File: config.mk
export PLATFORM = sky130hd
export DESIGN_NAME = ems_ctrl
export DESIGN_NICKNAME = d
export VERILOG_FILES = /design/src/ems_pkg.sv /design/src/ems_cfg_if.sv /design/src/ems_bank_cfg.sv /design/src/ems_ctrl.sv
export VERILOG_INCLUDE_DIRS = /design/src
export SDC_FILE = /design/constraint.sdc
export NUM_CORES = 1
export LEC_CHECK = 0
export ABC_AREA = 1
export BUFFER_PORTS_ARGS = -buffer_cell sky130_fd_sc_hd__buf_2
export CAP_MARGIN = 25
export CORE_AREA = 2 2 174 176
export CTS_CLUSTER_DIAMETER = 200
export DETAILED_ROUTE_END_ITERATION = 8
export DIE_AREA = 0 0 176 178
export HOLD_SLACK_MARGIN = 0.06
export PLACE_DENSITY_LB_ADDON = 0.25
export SLEW_MARGIN = 20
export SYNTH_ARGS = -nofsm -noshare
export SYNTH_HDL_FRONTEND = slang
export SYNTH_SLANG_ARGS = --single-unit
File: constraint.sdc
create_clock -name clk_i -period 8 [get_ports clk_i]
set_clock_uncertainty 0.2 [all_clocks]
set_input_delay 0.8 -clock clk_i [delete_from_list [all_inputs] [get_ports clk_i]]
set_output_delay 0.8 -clock clk_i [all_outputs]
set_load 0.01 [all_outputs]
File: src/ems_params.svh
`ifndef EMS_PARAMS_SVH
`define EMS_PARAMS_SVH

// ----------------------------------------------------------------
// Address map of the external window.
// ----------------------------------------------------------------
`define EMS_BASE_HI 31
`define EMS_BASE_LO 29
`define EMS_BASE_MATCH 3'h2
`define EMS_BANK_HI 28
`define EMS_BANK_LO 26
`define EMS_OFS_HI 23
`define EMS_NBANKS 8

// ----------------------------------------------------------------
// Width and access-size codes.
// ----------------------------------------------------------------
`define EMS_W8 2'h0
`define EMS_W16 2'h1
`define EMS_W32 2'h2
`define EMS_SZ_BYTE 2'h0
`define EMS_SZ_HALF 2'h1
`define EMS_SZ_WORD 2'h2

`endif

File: src/ems_pkg.sv
package ems_pkg;

  // ----------------------------------------------------------------
  // Controller states, one-hot.
  // ----------------------------------------------------------------
  typedef enum logic [4:0] {
    ST_IDLE = 5'h01,
    ST_SETUP = 5'h02,
    ST_TURN = 5'h04,
    ST_ACCESS = 5'h08,
    ST_HOLD = 5'h10
  } ems_state_t;

  // ----------------------------------------------------------------
  // Settings of one bank.
  // ----------------------------------------------------------------
  typedef struct packed {
    logic cs_high;
    logic [1:0] width;
    logic [3:0] turn;
    logic [4:0] rd_wait;
    logic [4:0] wr_wait;
    logic [4:0] b_init;
    logic [4:0] b_next;
    logic wprot;
    logic burst_en;
    logic rd_lanes;
  } ems_bank_cfg_t;

endpackage : ems_pkg

File: src/ems_cfg_if.sv
`timescale 1ns/100ps
interface ems_cfg_if;
  import ems_pkg::*;
  logic [2:0] bank;
  ems_bank_cfg_t cfg;
  modport ctrl (output bank, input cfg);
  modport store (input bank, output cfg);
endinterface : ems_cfg_if

File: src/ems_bank_cfg.sv
`timescale 1ns/100ps
module ems_bank_cfg
  import ems_pkg::*;
(
  input wire logic clk_i,
  input wire logic rst_i,
  input wire logic [7:0] cfg_cs_high_i,
  input wire logic [15:0] cfg_width_i,
  input wire logic [31:0] cfg_turn_i,
  input wire logic [39:0] cfg_rd_wait_i,
  input wire logic [39:0] cfg_wr_wait_i,
  input wire logic [39:0] cfg_burst_init_i,
  input wire logic [39:0] cfg_burst_next_i,
  input wire logic [7:0] cfg_wprot_i,
  input wire logic [7:0] cfg_burst_en_i,
  input wire logic [7:0] cfg_rd_lanes_i,
  ems_cfg_if.store cf
);

  // ----------------------------------------------------------------
  // Per-bank slices of the flat settings ports.
  // ----------------------------------------------------------------
  ems_bank_cfg_t bank_cfg [8];

  // Each bank keeps its own settings, independent of the others.
  for (genvar i = 0; i < 8; i++) begin : g_bank
    assign bank_cfg[i] = '{cs_high: cfg_cs_high_i[i], width: cfg_width_i[2*i +: 2],
                           turn: cfg_turn_i[4*i +: 4], rd_wait: cfg_rd_wait_i[5*i +: 5],
                           wr_wait: cfg_wr_wait_i[5*i +: 5], b_init: cfg_burst_init_i[5*i +: 5],
                           b_next: cfg_burst_next_i[5*i +: 5], wprot: cfg_wprot_i[i],
                           burst_en: cfg_burst_en_i[i], rd_lanes: cfg_rd_lanes_i[i]};
  end

  // Registered read keeps the wide mux out of the controller's decode path.
  always_ff @(posedge clk_i or posedge rst_i) begin
    if (rst_i) begin
      cf.cfg <= '0;
    end else begin
      cf.cfg <= bank_cfg[cf.bank];
    end
  end

endmodule : ems_bank_cfg

File: src/ems_ctrl.sv
// Functional notes
// - Access is external only when address bits 31..29 equal 010.
// - Bits 28..26 pick one of eight banks; only that select asserts.
// - Address bits 25..24 are ignored, mirroring each 16 MB bank.
// - Bits 23..0 drive the 24-bit external address.
// - One select per bank, each with programmable active level.
// - Each bank has its own data width: 8, 16 or 32 bits.
// - Per-bank turnaround idle of one to sixteen cycles.
// - Read followed by write to same bank inserts turnaround cycles.
// - Separate read and write waits up to 32 cycles per bank.
// - Burst ROM uses an initial wait and a separate subsequent wait.
// - Page reads continue without repeating the full initial access.
// - Burst reads are enabled per bank.
// - Write strobe low only during a write cycle.
// - Output enable low only while memory drives read data.
// - Four byte-lane strobes; per-bank option asserts them on reads.
`timescale 1ns/100ps
`include "ems_params.svh"
module ems_ctrl
  import ems_pkg::*;
(
  input wire logic clk_i,
  input wire logic rst_i,
  input wire logic req_i,
  input wire logic req_we_i,
  input wire logic [31:0] req_addr_i,
  input wire logic [1:0] req_size_i,
  input wire logic [31:0] req_wdata_i,
  output logic req_ready_o,
  output logic resp_valid_o,
  output logic resp_err_o,
  output logic [31:0] resp_rdata_o,
  input wire logic [7:0] cfg_cs_high_i,
  input wire logic [15:0] cfg_width_i,
  input wire logic [31:0] cfg_turn_i,
  input wire logic [39:0] cfg_rd_wait_i,
  input wire logic [39:0] cfg_wr_wait_i,
  input wire logic [39:0] cfg_burst_init_i,
  input wire logic [39:0] cfg_burst_next_i,
  input wire logic [7:0] cfg_wprot_i,
  input wire logic [7:0] cfg_burst_en_i,
  input wire logic [7:0] cfg_rd_lanes_i,
  output logic [7:0] bank_select_out_o,
  output logic [3:0] byte_lane_strobe_n_o,
  output logic we_n_o,
  output logic oe_n_o,
  output logic [23:0] ext_addr_o,
  output logic [31:0] data_o,
  output logic data_oe_o,
  input wire logic [31:0] data_i
);

  // ----------------------------------------------------------------
  // State and captured request.
  // ----------------------------------------------------------------
  ems_state_t st, next_st;
  logic [4:0] cnt, next_cnt;
  logic [1:0] beats, next_beats, size;
  logic [23:0] ea, next_ea;
  logic [2:0] bank, last_bank;
  logic we, last_valid, last_rd, resp_fire;
  logic [31:0] wdata, rdata;
  logic [3:0] be;
  ems_cfg_if cf ();
  ems_bank_cfg u_cfg (
    .clk_i(clk_i), .rst_i(rst_i), .cfg_cs_high_i(cfg_cs_high_i), .cfg_width_i(cfg_width_i),
    .cfg_turn_i(cfg_turn_i), .cfg_rd_wait_i(cfg_rd_wait_i), .cfg_wr_wait_i(cfg_wr_wait_i),
    .cfg_burst_init_i(cfg_burst_init_i), .cfg_burst_next_i(cfg_burst_next_i),
    .cfg_wprot_i(cfg_wprot_i), .cfg_burst_en_i(cfg_burst_en_i), .cfg_rd_lanes_i(cfg_rd_lanes_i),
    .cf(cf.store)
  );

  // ----------------------------------------------------------------
  // Decode and lane arithmetic.
  // ----------------------------------------------------------------
  // The bank index is forwarded in the accept cycle so settings are valid in SETUP.
  wire is_ext = req_addr_i[`EMS_BASE_HI:`EMS_BASE_LO] == `EMS_BASE_MATCH;
  wire accept = req_i && (st == ST_IDLE) && is_ext, reject = req_i && (st == ST_IDLE) && !is_ext;
  assign cf.bank = accept ? req_addr_i[`EMS_BANK_HI:`EMS_BANK_LO] : bank;
  wire [1:0] wid = cf.cfg.width;
  wire [2:0] wb = 3'h1 << wid;
  wire [1:0] lane_keep = ~(wb[1:0] - 2'h1);
  wire [1:0] cur_base = ea[1:0] & lane_keep, nxt_base = next_ea[1:0] & lane_keep;
  wire [1:0] split_beats = (size > wid) ? 2'((3'h1 << (size - wid)) - 3'h1) : 2'h0;
  wire [3:0] wmask = (wid == `EMS_W8) ? 4'h1 : (wid == `EMS_W16) ? 4'h3 : 4'hF;
  wire [3:0] lane_mask = 4'(be >> nxt_base) & wmask;
  wire [3:0] req_be = (req_size_i == `EMS_SZ_BYTE) ? 4'(4'h1 << req_addr_i[1:0]) :
                      (req_size_i == `EMS_SZ_HALF) ? 4'(4'h3 << {req_addr_i[1], 1'b0}) : 4'hF;
  wire [4:0] wait_first = we ? cf.cfg.wr_wait : (cf.cfg.burst_en ? cf.cfg.b_init : cf.cfg.rd_wait);
  wire turn_need = we && last_valid && last_rd && (last_bank == bank);
  wire beat_end = (st == ST_ACCESS) && (cnt == 5'h00);
  wire [23:0] ea_inc = 24'(ea + {21'h0, wb});
  wire next_on_bus = (next_st == ST_ACCESS) || (next_st == ST_HOLD);
  wire [7:0] next_act = next_on_bus ? 8'(8'h01 << bank) : 8'h00;

  // ----------------------------------------------------------------
  // Sequencer.
  // ----------------------------------------------------------------
  // Waits are counted down from the programmed value, so value N gives N+1 cycles.
  always_comb begin
    next_st = st;
    next_cnt = cnt;
    next_beats = beats;
    next_ea = ea;
    resp_fire = 1'b0;
    case (st)
      ST_IDLE: begin
        if (accept) begin
          next_st = ST_SETUP;
          next_ea = req_addr_i[`EMS_OFS_HI:0];
        end
      end
      ST_SETUP: begin
        next_beats = split_beats;
        if (turn_need) begin
          next_st = ST_TURN;
          next_cnt = {1'b0, cf.cfg.turn};
        end else begin
          next_st = ST_ACCESS;
          next_cnt = wait_first;
        end
      end
      ST_TURN: begin
        if (cnt == 5'h00) begin
          next_st = ST_ACCESS;
          next_cnt = wait_first;
        end else begin
          next_cnt = cnt - 5'h01;
        end
      end
      ST_ACCESS: begin
        if (cnt != 5'h00) begin
          next_cnt = cnt - 5'h01;
        end else if (!we && cf.cfg.burst_en && beats != 2'h0) begin
          next_beats = beats - 2'h1;
          next_ea = ea_inc;
          next_cnt = cf.cfg.b_next;
        end else begin
          next_st = ST_HOLD;
        end
      end
      ST_HOLD: begin
        if (beats != 2'h0) begin
          next_st = ST_ACCESS;
          next_beats = beats - 2'h1;
          next_ea = ea_inc;
          next_cnt = we ? cf.cfg.wr_wait : cf.cfg.rd_wait;
        end else begin
          next_st = ST_IDLE;
          resp_fire = 1'b1;
        end
      end
      default: begin
        next_st = ST_IDLE;
      end
    endcase
  end
  // State registers; the request is captured once on acceptance.
  always_ff @(posedge clk_i or posedge rst_i) begin
    if (rst_i) begin
      st <= ST_IDLE;
      cnt <= 5'h00;
      beats <= 2'h0;
      ea <= 24'h000000;
      bank <= 3'h0;
      we <= 1'b0;
      size <= 2'h0;
      wdata <= 32'h00000000;
      be <= 4'h0;
    end else begin
      st <= next_st;
      cnt <= next_cnt;
      beats <= next_beats;
      ea <= next_ea;
      if (accept) begin
        bank <= req_addr_i[`EMS_BANK_HI:`EMS_BANK_LO];
        we <= req_we_i;
        size <= req_size_i;
        wdata <= req_wdata_i;
        be <= req_be;
      end
    end
  end
  // Remember the last finished access for the read-to-write turnaround.
  always_ff @(posedge clk_i or posedge rst_i) begin
    if (rst_i) begin
      last_valid <= 1'b0;
      last_rd <= 1'b0;
      last_bank <= 3'h0;
    end else if (resp_fire) begin
      last_valid <= 1'b1;
      last_rd <= !we;
      last_bank <= bank;
    end
  end
  // Each system byte lane takes the matching external lane at the end of a read beat.
  for (genvar k = 0; k < 4; k++) begin : g_lane
    wire [2:0] lk = 3'(k);
    wire hit = (lk >= {1'b0, cur_base}) && (lk < 3'({1'b0, cur_base} + wb));
    wire [7:0] lane_byte = 8'(data_i >> {2'(lk[1:0] - cur_base), 3'h0});
    always_ff @(posedge clk_i or posedge rst_i) begin
      if (rst_i) begin
        rdata[8*k +: 8] <= 8'h00;
      end else if (beat_end && !we && hit) begin
        rdata[8*k +: 8] <= lane_byte;
      end
    end
  end
  // ----------------------------------------------------------------
  // Registered pins, computed from the next state so they line up with it.
  // ----------------------------------------------------------------
  // Protected writes still run their timing but never strobe, so software sees a normal completion.
  always_ff @(posedge clk_i or posedge rst_i) begin
    if (rst_i) begin
      req_ready_o <= 1'b1;
      resp_valid_o <= 1'b0;
      resp_err_o <= 1'b0;
      resp_rdata_o <= 32'h00000000;
      bank_select_out_o <= 8'h00;
      byte_lane_strobe_n_o <= 4'hF;
      we_n_o <= 1'b1;
      oe_n_o <= 1'b1;
      ext_addr_o <= 24'h000000;
      data_o <= 32'h00000000;
      data_oe_o <= 1'b0;
    end else begin
      req_ready_o <= next_st == ST_IDLE;
      resp_valid_o <= resp_fire || reject;
      resp_err_o <= reject;
      if (resp_fire) begin
        resp_rdata_o <= we ? 32'h00000000 : rdata;
      end
      bank_select_out_o <= ~(next_act ^ cfg_cs_high_i);
      oe_n_o <= !(next_st == ST_ACCESS && !we);
      we_n_o <= !(next_st == ST_ACCESS && we && !cf.cfg.wprot);
      byte_lane_strobe_n_o <= (next_st == ST_ACCESS && (we ? !cf.cfg.wprot : cf.cfg.rd_lanes)) ?
                              ~lane_mask : 4'hF;
      ext_addr_o <= next_ea;
      data_o <= wdata >> {nxt_base, 3'h0};
      data_oe_o <= next_on_bus && we && !cf.cfg.wprot;
    end
  end
  // ----------------------------------------------------------------
  // Checks.
  // ----------------------------------------------------------------
  wire [7:0] act_now = ~(bank_select_out_o ^ cfg_cs_high_i);
endmodule : ems_ctrl

==> results of run 1 <==
-- cell usage in the layout (no fill, tap or decap), types with 2 or more instances in the layout --
master / instances
sky130_fd_sc_hd__nand2_1: 574
sky130_fd_sc_hd__buf_2: 445
sky130_fd_sc_hd__o21ai_0: 269
sky130_fd_sc_hd__dfrtp_1: 218
sky130_fd_sc_hd__nor2_1: 203
sky130_fd_sc_hd__inv_1: 148
sky130_fd_sc_hd__nand3_1: 109
sky130_fd_sc_hd__a21oi_1: 57
sky130_fd_sc_hd__o21ai_1: 49
sky130_fd_sc_hd__clkbuf_16: 25
sky130_fd_sc_hd__mux2i_1: 16
sky130_fd_sc_hd__nor3_1: 15
sky130_fd_sc_hd__buf_4: 12
sky130_fd_sc_hd__ha_1: 11
sky130_fd_sc_hd__nand4_1: 9
sky130_fd_sc_hd__a22oi_1: 9
sky130_fd_sc_hd__mux2_2: 8
sky130_fd_sc_hd__dfstp_2: 8
sky130_fd_sc_hd__clkbuf_8: 7
sky130_fd_sc_hd__diode_2: 6
sky130_fd_sc_hd__nor2_2: 6
sky130_fd_sc_hd__o211ai_1: 6
sky130_fd_sc_hd__or2_2: 5
sky130_fd_sc_hd__nand2_2: 4
sky130_fd_sc_hd__inv_2: 4
sky130_fd_sc_hd__a31oi_1: 4
sky130_fd_sc_hd__nor4_1: 4
sky130_fd_sc_hd__o21a_1: 4
sky130_fd_sc_hd__clkinv_2: 4
sky130_fd_sc_hd__xor2_1: 3
sky130_fd_sc_hd__nand3b_1: 3
sky130_fd_sc_hd__o21bai_1: 3
sky130_fd_sc_hd__clkbuf_1: 3
sky130_fd_sc_hd__nor2_4: 2
sky130_fd_sc_hd__nand3_2: 2
sky130_fd_sc_hd__o21ai_4: 2
sky130_fd_sc_hd__a21boi_0: 2
sky130_fd_sc_hd__o211a_1: 2
-- state kept, by name, indices dropped and copies added, names as in the netlist, 5 cells and up --
name and cells:
cnt 5, ext_addr_o 24, resp_rdata_o 32, bank_select_out_o 8, u_cfg.cf.cfg 29, wdata 32, data_o 32, st 5
rdata 32
-- where the power goes --
group          internal (mW)  switching (mW)  total [mW]
logic                  0.738            1.41        2.15
clock network          0.663           0.452        1.11
registers               1.50           0.226        1.72
total                   2.90            2.09        4.98
-- worst max-delay path, cell delays in order, from the launching register on --
cell and delay [ns]:
sky130_fd_sc_hd__dfrtp_1 0.56, sky130_fd_sc_hd__inv_2 0.69, sky130_fd_sc_hd__nand2_1 0.11, sky130_fd_sc_hd__nor2_1 0.23, sky130_fd_sc_hd__nand2_1 0.09, sky130_fd_sc_hd__nand2_1 0.10
sky130_fd_sc_hd__nand4_1 0.10, sky130_fd_sc_hd__buf_4 0.27, sky130_fd_sc_hd__nand2_1 0.12, sky130_fd_sc_hd__nand2_2 0.33, sky130_fd_sc_hd__nand2_2 0.65, sky130_fd_sc_hd__nand2_1 0.12
sky130_fd_sc_hd__nand3_1 0.12, sky130_fd_sc_hd__o21ai_1 0.09
-- path summary, 6_finish.rpt --
check                                             from                           end  slack, ns  cells after the start
worst max-delay path                    we$_DFFE_PP0P_          data_o[12]$_DFF_PP0_       4.06                     13
worst min register to register  last_valid$_DFFE_PP0P_        last_valid$_DFFE_PP0P_       0.25                      2
max in group asynchronous                        rst_i          data_o[28]$_DFF_PP0_       5.96                      4
worst min-delay path                             rst_i  resp_rdata_o[25]$_DFFE_PP0P_       0.05                      2
worst max register to register          we$_DFFE_PP0P_          data_o[12]$_DFF_PP0_       4.06                     13
min in group clk_i              last_valid$_DFFE_PP0P_        last_valid$_DFFE_PP0P_       0.25                      2
-- logic make-up after synthesis --
kind of cell | Yosys count | synth area share (%)
AOI/OAI and AO/OA | 412 | 16.6
buffers and inverters | 257 | 7.94
and+or+nand+nor | 939 | 28.9
DFF | 226 | 43.2
xor gates and xnor gates | 3 | 0.200
adders and majority gates | 13 | 1.30
muxes | 24 | 1.91
-- per-layer routing --
metal  global-route usage, %  vias up
met5                       0        -
met4                    9.44        2
met3                    2.81       81
met2                    45.6      459
met1                    30.7     6223
li1                        -     6820
-- layout make-up --
cell class | count | area, sq um | share of cell area, %
Sequential cell | 226 | 5670 | 34.7
Inverter | 153 | 582 | 3.56
Timing Repair Buffer | 459 | 2360 | 14.4
Tap cell | 390 | 488 | 2.99
Clock inverter | 6 | 57.6 | 0.352
Multi-Input combinational cell | 1391 | 6450 | 39.4
Clock buffer | 35 | 733 | 4.49
Antenna cell | 6 | 15.0 | 0.0919
-- per-stage QoR --
step	worst slack (ns)	hold slack (ns)	util, %
2_1_floorplan	0.822	0.223	-
3_3_place_gp	3.83	0.235	52.7
3_5_place_dp	3.82	0.240	52.7
4_1_cts	3.88	0.255	55.4
5_1_grt	3.62	0.0622	55.6
6_report	4.06	0.0467	55.6
==> results.txt, run 1 <==
The run finished with clean final reports. The number of DRC markers after the initial detailed-route iteration is 813. The final standard cell count with taps included and fillers excluded came out at 2,666.

The clock net sink count came out at 226. The critical path endpoint category is a flop. The largest net degree at the start of global routing came out at 146. The path class of the tightest hold or removal check is in -> async.

The sum of routed wire segments on met1 came out at 16.4 mm. The number of failing setup endpoints in the final timing report is 0. The I/O pin count is 448. The share of synthesized area occupied by flip-flops and latches is 43.2%. After synthesis, the most frequently instantiated cells are sky130_fd_sc_hd__nand2_1, sky130_fd_sc_hd__o21ai_0, sky130_fd_sc_hd__dfrtp_1. The maximum buffer depth of the clock tree came out at 3. The register clock-pin slew on the reported worst setup and hold paths is 0.06 ns. Clock tree synthesis selected as its root buffer the cell sky130_fd_sc_hd__clkbuf_16.

The final net count is 2,611. The detailed-routed wire length on met2 came out at 20.4 mm. STA puts the critical path data arrival time at 4.11 ns. The number of hold buffers added after CTS came out at 0. The required time of the critical path came out at 8.17 ns. The final count of pins violating max slew came out at 0. In this run, post-CTS repair resized a total of 0 instances. Power comes to 4.98 mW.

The HPWL after detailed placement came out at 29.9 mm. Each instance of the synthesized netlist takes up on average 7.01 sq um. The share of flip-flops with an asynchronous set or reset after synthesis is 100%. The last weighted congestion value of the routability-driven placer came out at 0.936. The synthesized netlist cell count came out at 1,874.

The count of buffers added on input and output ports is 445. The area overhead of the layout relative to synthesis is 24.5%. The share of the synthesized area in the top cell type came out at 41.6%. The number of global-route vias before repair came out at 12,700. The portion of the clock cycle consumed by the worst path in the final layout came out at 49.3%. The upper clock frequency limit came out at 254 MHz. Max-cap violations in this run came to 0.

The critical path is of the reg -> reg type. The vertical die dimension came out at 178 um. The maximum net fanout on the critical path is 45.

Cells with a size suffix above 1 make up 23.9% of the layout. The final hold violation count came out at 0. The worst setup path is launched from a flop. For the pin with the worst max-slew slack, the measured transition is 0.940 ns. The combined area of all synthesized cells is 13,100 sq um. Once layout is done, the placed cells without fillers occupy 16,300 sq um. The number of warnings printed during yosys synthesis is 0.

The total number of vias came out at 13,600. TritonCTS built the clock tree. The time the worst path needs with I/O delays and setup is 3.94 ns. The static leakage power is 8.61 nW. Once the clock tree was built, the setup fixing pass inserted 0 buffers. After detailed routing, the met3 layer carries 2.23 mm of wire.

The core box area is 29,400 sq um. After detailed placement, the total cell area comes to 15,500 sq um. The number of nets with antenna violations after routing came out at 0. The number of synthesized register bits is 226.

The clock latency reported for the late side of the worst-skew pair is 0.52 ns. The first-pass iteration count of the detailed router came out at 6. The highest layer touched by signal routing is met5. VDD sags by at most 146 uV. The most used flip-flop cell after synthesis is sky130_fd_sc_hd__dfrtp_1. By area the synthesized netlist is led by sky130_fd_sc_hd__dfrtp_1, sky130_fd_sc_hd__nand2_1, sky130_fd_sc_hd__o21ai_0. The total negative slack for setup checks is 0 ns. Summed over all instances, the cell type with the most area after synthesis is sky130_fd_sc_hd__dfrtp_1. The clock buffer count from CTS is 25. The floorplan row count came out at 63.

Summed over all layers, the global routing overflow is 0. The number of H-tree levels is 1. The post-synthesis cell type count came out at 43. The first global-routing pass estimated 63.6 mm of wire. The tightest slew margin relative to the limit is 37.3%. Counting flops with a built-in enable in the synthesized netlist gives 0. In the routed design, unresolved DRC markers number 0. The number of nets in the synthesized netlist came out at 2,229. After detailed routing, the average wire length per cell comes to 15.2 um. The final wirelength came out at 40.5 mm. The leading cell type by number of instances after synthesis is sky130_fd_sc_hd__nand2_1.

In this run the power density over the cells is 305 nW/um^2. The number of antenna violations at the first check in global routing came out at 7. The overall global routing resource usage is 25.1%. The number of filler instances in the final layout is 2,878. The die area came out at 31,300 sq um. The die extent in x is 176 um. The post-placement cell count is 2,618. The starting utilization of the core area came out at 44.6%. The via density per instance came out at 5.10.

Setup repair after global routing left no endpoint under its margin.
Note: power is estimated with default switching activity, not from simulation.
==> run 2, diff against run 1 <==
CORE_AREA = 2 2 172 174   (was 2 2 174 176)
DIE_AREA = 0 0 174 176   (was 0 0 176 178)
clock period = 3.39 ns   (was 8 ns; I/O delays follow)
==> run 2 against run 1 <==
Against the previous run:
- critical path type unchanged
- cell area is 12% higher
- clock-buffer cell count stayed put
- via count is 10% higher
- combinational power grew to 2.7 times the previous value
- cell count is 7.2% higher
- first-iteration DRC count is 24% higher
==> results.txt, run 2 (synthesis results as in run 1) <==
The run finished with clean final reports. The worst setup path is of the reg -> reg kind. The total number of vias was 14,900 (+10%). The number of remaining DRC errors is 0 (unchanged). The number of nets with antenna violations after routing is 0 (unchanged). The layout cell share with drive strength beyond 1 came out at 22.9% (-1.1 points). The power per standard cell area came out at 693 nW/um^2 (+130%). The number of DRC markers after the initial detailed-route iteration was 1,009 (+24%). The number of global-route vias before repair came out at 14,700 (+16%). The I/O pin count is 448 (unchanged). The final net count is 2,805 (+7.4%).

The maximum buffer depth of the clock tree is 3 (unchanged). The core box area came out at 28,500 sq um (-2.9%). The tightest slew margin relative to the limit came out at 37.9% (+0.68 points). The clock net sink count was 226 (unchanged).

The number of antenna violations at the first check in global routing came out at 6 (-1). The die area came out at 30,600 sq um (-2.2%). The worst hold slack was 0.0562 ns (+0.00953 ns).

In this run the clock root is driven by a sky130_fd_sc_hd__clkbuf_16. The startpoint class of the critical path is a flop. The static leakage power came out at 9.51 nW (+10%). The first-pass iteration count of the detailed router was 6 (unchanged). The switching part of the total power was 41.1% (-0.77 points). TritonCTS built the clock tree. The HPWL after detailed placement came to 31.3 mm (+4.4%). The last weighted congestion value of the routability-driven placer came out at 0.938 (+0.24%). The portion of the clock cycle consumed by the worst path in the final layout is 94.9% (+46 points). The die extent in x came out at 174 um (-1.1%). The post-placement cell count came out at 2,630 (+0.46%). The final total power is 12.7 mW (+160%). In this run the most used layer during global routing was met2. The met1 global-route usage is 34.2% (+3.5 points). The starting utilization of the core area came out at 46.0% (+1.3 points).

The arrival time of data at the critical path endpoint came to 3.42 ns (-0.69 ns). The maximum ir drop on the vdd rail was 433 uV (+200%). The final wirelength came out at 45.7 mm (+13%). The cell internal power dissipation is 7.49 mW (+160%).

The via density per instance is 5.23 (+2.6%). The final count of pins violating max slew is 0 (unchanged). The time the worst path needs with I/O delays and setup came out at 3.22 ns (-0.723 ns). The overall global routing resource usage came out at 28.8% (+3.7 points). The vertical die dimension was 176 um (-1.1%). The first-pass GRT wire length is 72.1 mm (+13%). The floorplan row count came out at 62 (-1.6%). The maximum net fanout on the critical path came out at 67 (+49%). The clock buffer count from CTS came out at 25 (unchanged). The number of filler instances in the final layout came to 2,527 (-12%). The area overhead of the layout relative to synthesis is 39.7%. The final standard cell count with taps included and fillers excluded came out at 2,858 (+7.2%). The final global-route overflow total is 0 (unchanged). The count of buffers from port buffering is 445 (unchanged). The net switching power came to 5.22 mW (+150%). The proportion of power drawn by flip-flops and latches came out at 31.8% (-2.8 points). The register clock-pin slew on the reported worst setup and hold paths is 0.06 ns (about the same). The average wire length per cell after detail routing is 16.0 um (+5.4%). The final hold violation count is 0 (unchanged). The path class of the tightest hold or removal check is in -> reg. Leaving out fill and tap cells, the most frequent cell in the layout is sky130_fd_sc_hd__nand2_1. The largest net degree at the start of global routing came to 123 (-16%). The count of maximum capacitance violations came out at 0 (unchanged). The combinational fraction of design power is 46.5% (+3.4 points).

The worst setup path is captured at a flop. The transition time at the pin with the least slew margin came out at 0.931 ns (-0.00871 ns). The met3 usage is 3.47% (+0.65 points).

The upper clock frequency limit was 311 MHz (+22%). The clock latency reported for the late side of the worst-skew pair was 0.51 ns (about the same). The clock share of power is 21.7% (-0.7 points). The number of H-tree levels is 1 (unchanged).

The number of failing setup endpoints in the final timing report is 0 (unchanged). The global-route met2 utilization came out at 51.9% (+6.3 points). The slack of the worst reg-to-reg path came out at 0.17 ns (-3.89 ns). The required time of the critical path is 3.60 ns (-4.57 ns). The library cells used most frequently in the layout, excluding fill and tap cells, are sky130_fd_sc_hd__nand2_1, sky130_fd_sc_hd__buf_2, sky130_fd_sc_hd__o21ai_0.
[run 2: changes by cell type in the layout (fill, tap and decap cells not counted), sizes merged]
cell / before / now
inv: 153 / 152
clkbuf: 35 / 36
buf: 459 / 478
clkinv: 4 / 5
diode: 6 / 7
bufinv: 1 / 3
dlygate4sd3: 0 / 174
clkinvlp: 1 / 2
[run 2: cell type report]
type | instances | area (sq um) | share of cell area [%]
diodes | 7 | 17.5 | 0.0955
flip-flops and latches | 226 | 5670 | 30.9
well taps | 384 | 480 | 2.62
clock buffers | 35 | 703 | 3.84
clock inverters | 9 | 126 | 0.689
multi-input cells | 1391 | 6450 | 35.2
repair buffers | 653 | 4310 | 23.5
inverters | 153 | 578 | 3.15
[run 2: power by group through the flow]
stage,registers (mW),clock network (mW),logic (mW)
after floorplan,4.09,0,3.48
after CTS,4.04,2.81,5.76
final,4.04,2.76,5.91
after global routing,4.15,2.93,6.62
after detailed placement,4.08,0,5.27
after global placement,4.06,0,5.19
[run 2: final timing paths]
kind | startpoint | endpoint | cells past startpoint
setup reg to reg | st[3]$_DFF_PP0_ | u_cfg.cf.cfg[18]$_DFF_PP0_ | 13
max in group asynchronous | rst_i | u_cfg.cf.cfg[21]$_DFF_PP0_ | 4
hold reg to reg | last_valid$_DFFE_PP0P_ | last_valid$_DFFE_PP0P_ | 2
hold / removal | cfg_burst_next_i[32] | u_cfg.cf.cfg[5]$_DFF_PP0_ | 5
min in group asynchronous | rst_i | wdata[0]$_DFFE_PP0P_ | 4
setup / recovery | st[3]$_DFF_PP0_ | u_cfg.cf.cfg[18]$_DFF_PP0_ | 13
[run 2: metal layers]
metal,vias up,routed length [um]
li1,7212,-
met1,6922,18000
met2,668,22800
met3,143,2780
met4,2,2140
met5,-,13
[run 2: stage by stage]
| step | utilization [%] | instance area [sq um] | setup slack [ns] | TNS (ns) |
|---|---|---|---|---|
| 6_report | 64.2 | 18300 | 0.171 | 0 |
| 3_5_place_dp | 54.9 | 15700 | 0.485 | 0 |
| 3_3_place_gp | 54.9 | 15700 | 0.572 | 0 |
| 4_1_cts | 63.9 | 18200 | 0.0391 | 0 |
| 2_1_floorplan | - | 13100 | -0.0945 | -20.60 |
| 5_1_grt | 64.2 | 18300 | -0.0323 | -0.0323 |
[run 2: repair_timing]
action / in CTS / in global routing
setup buffers: 0 / 2
endpoints found under the setup margin: 0 / 22
resized for setup: 0 / 4
hold buffers: 173 / 1
endpoints found under the hold margin: 314 / 1
[run 2: worst max-delay path, cell delays in order, from the launching register on]
cell and delay (ns):
sky130_fd_sc_hd__dfrtp_1 0.43, sky130_fd_sc_hd__nor2_2 0.19, sky130_fd_sc_hd__nand2_1 0.14, sky130_fd_sc_hd__nor2_4 0.18, sky130_fd_sc_hd__nand3_4 0.17, sky130_fd_sc_hd__nand2_1 0.15
sky130_fd_sc_hd__o21ai_4 0.08, sky130_fd_sc_hd__buf_12 0.18, sky130_fd_sc_hd__buf_4 0.22, sky130_fd_sc_hd__o21ai_0 0.24, sky130_fd_sc_hd__nor2_1 0.08, sky130_fd_sc_hd__o21ai_0 0.19
sky130_fd_sc_hd__dlygate4sd3_1 0.58, sky130_fd_sc_hd__nand2_1 0.05
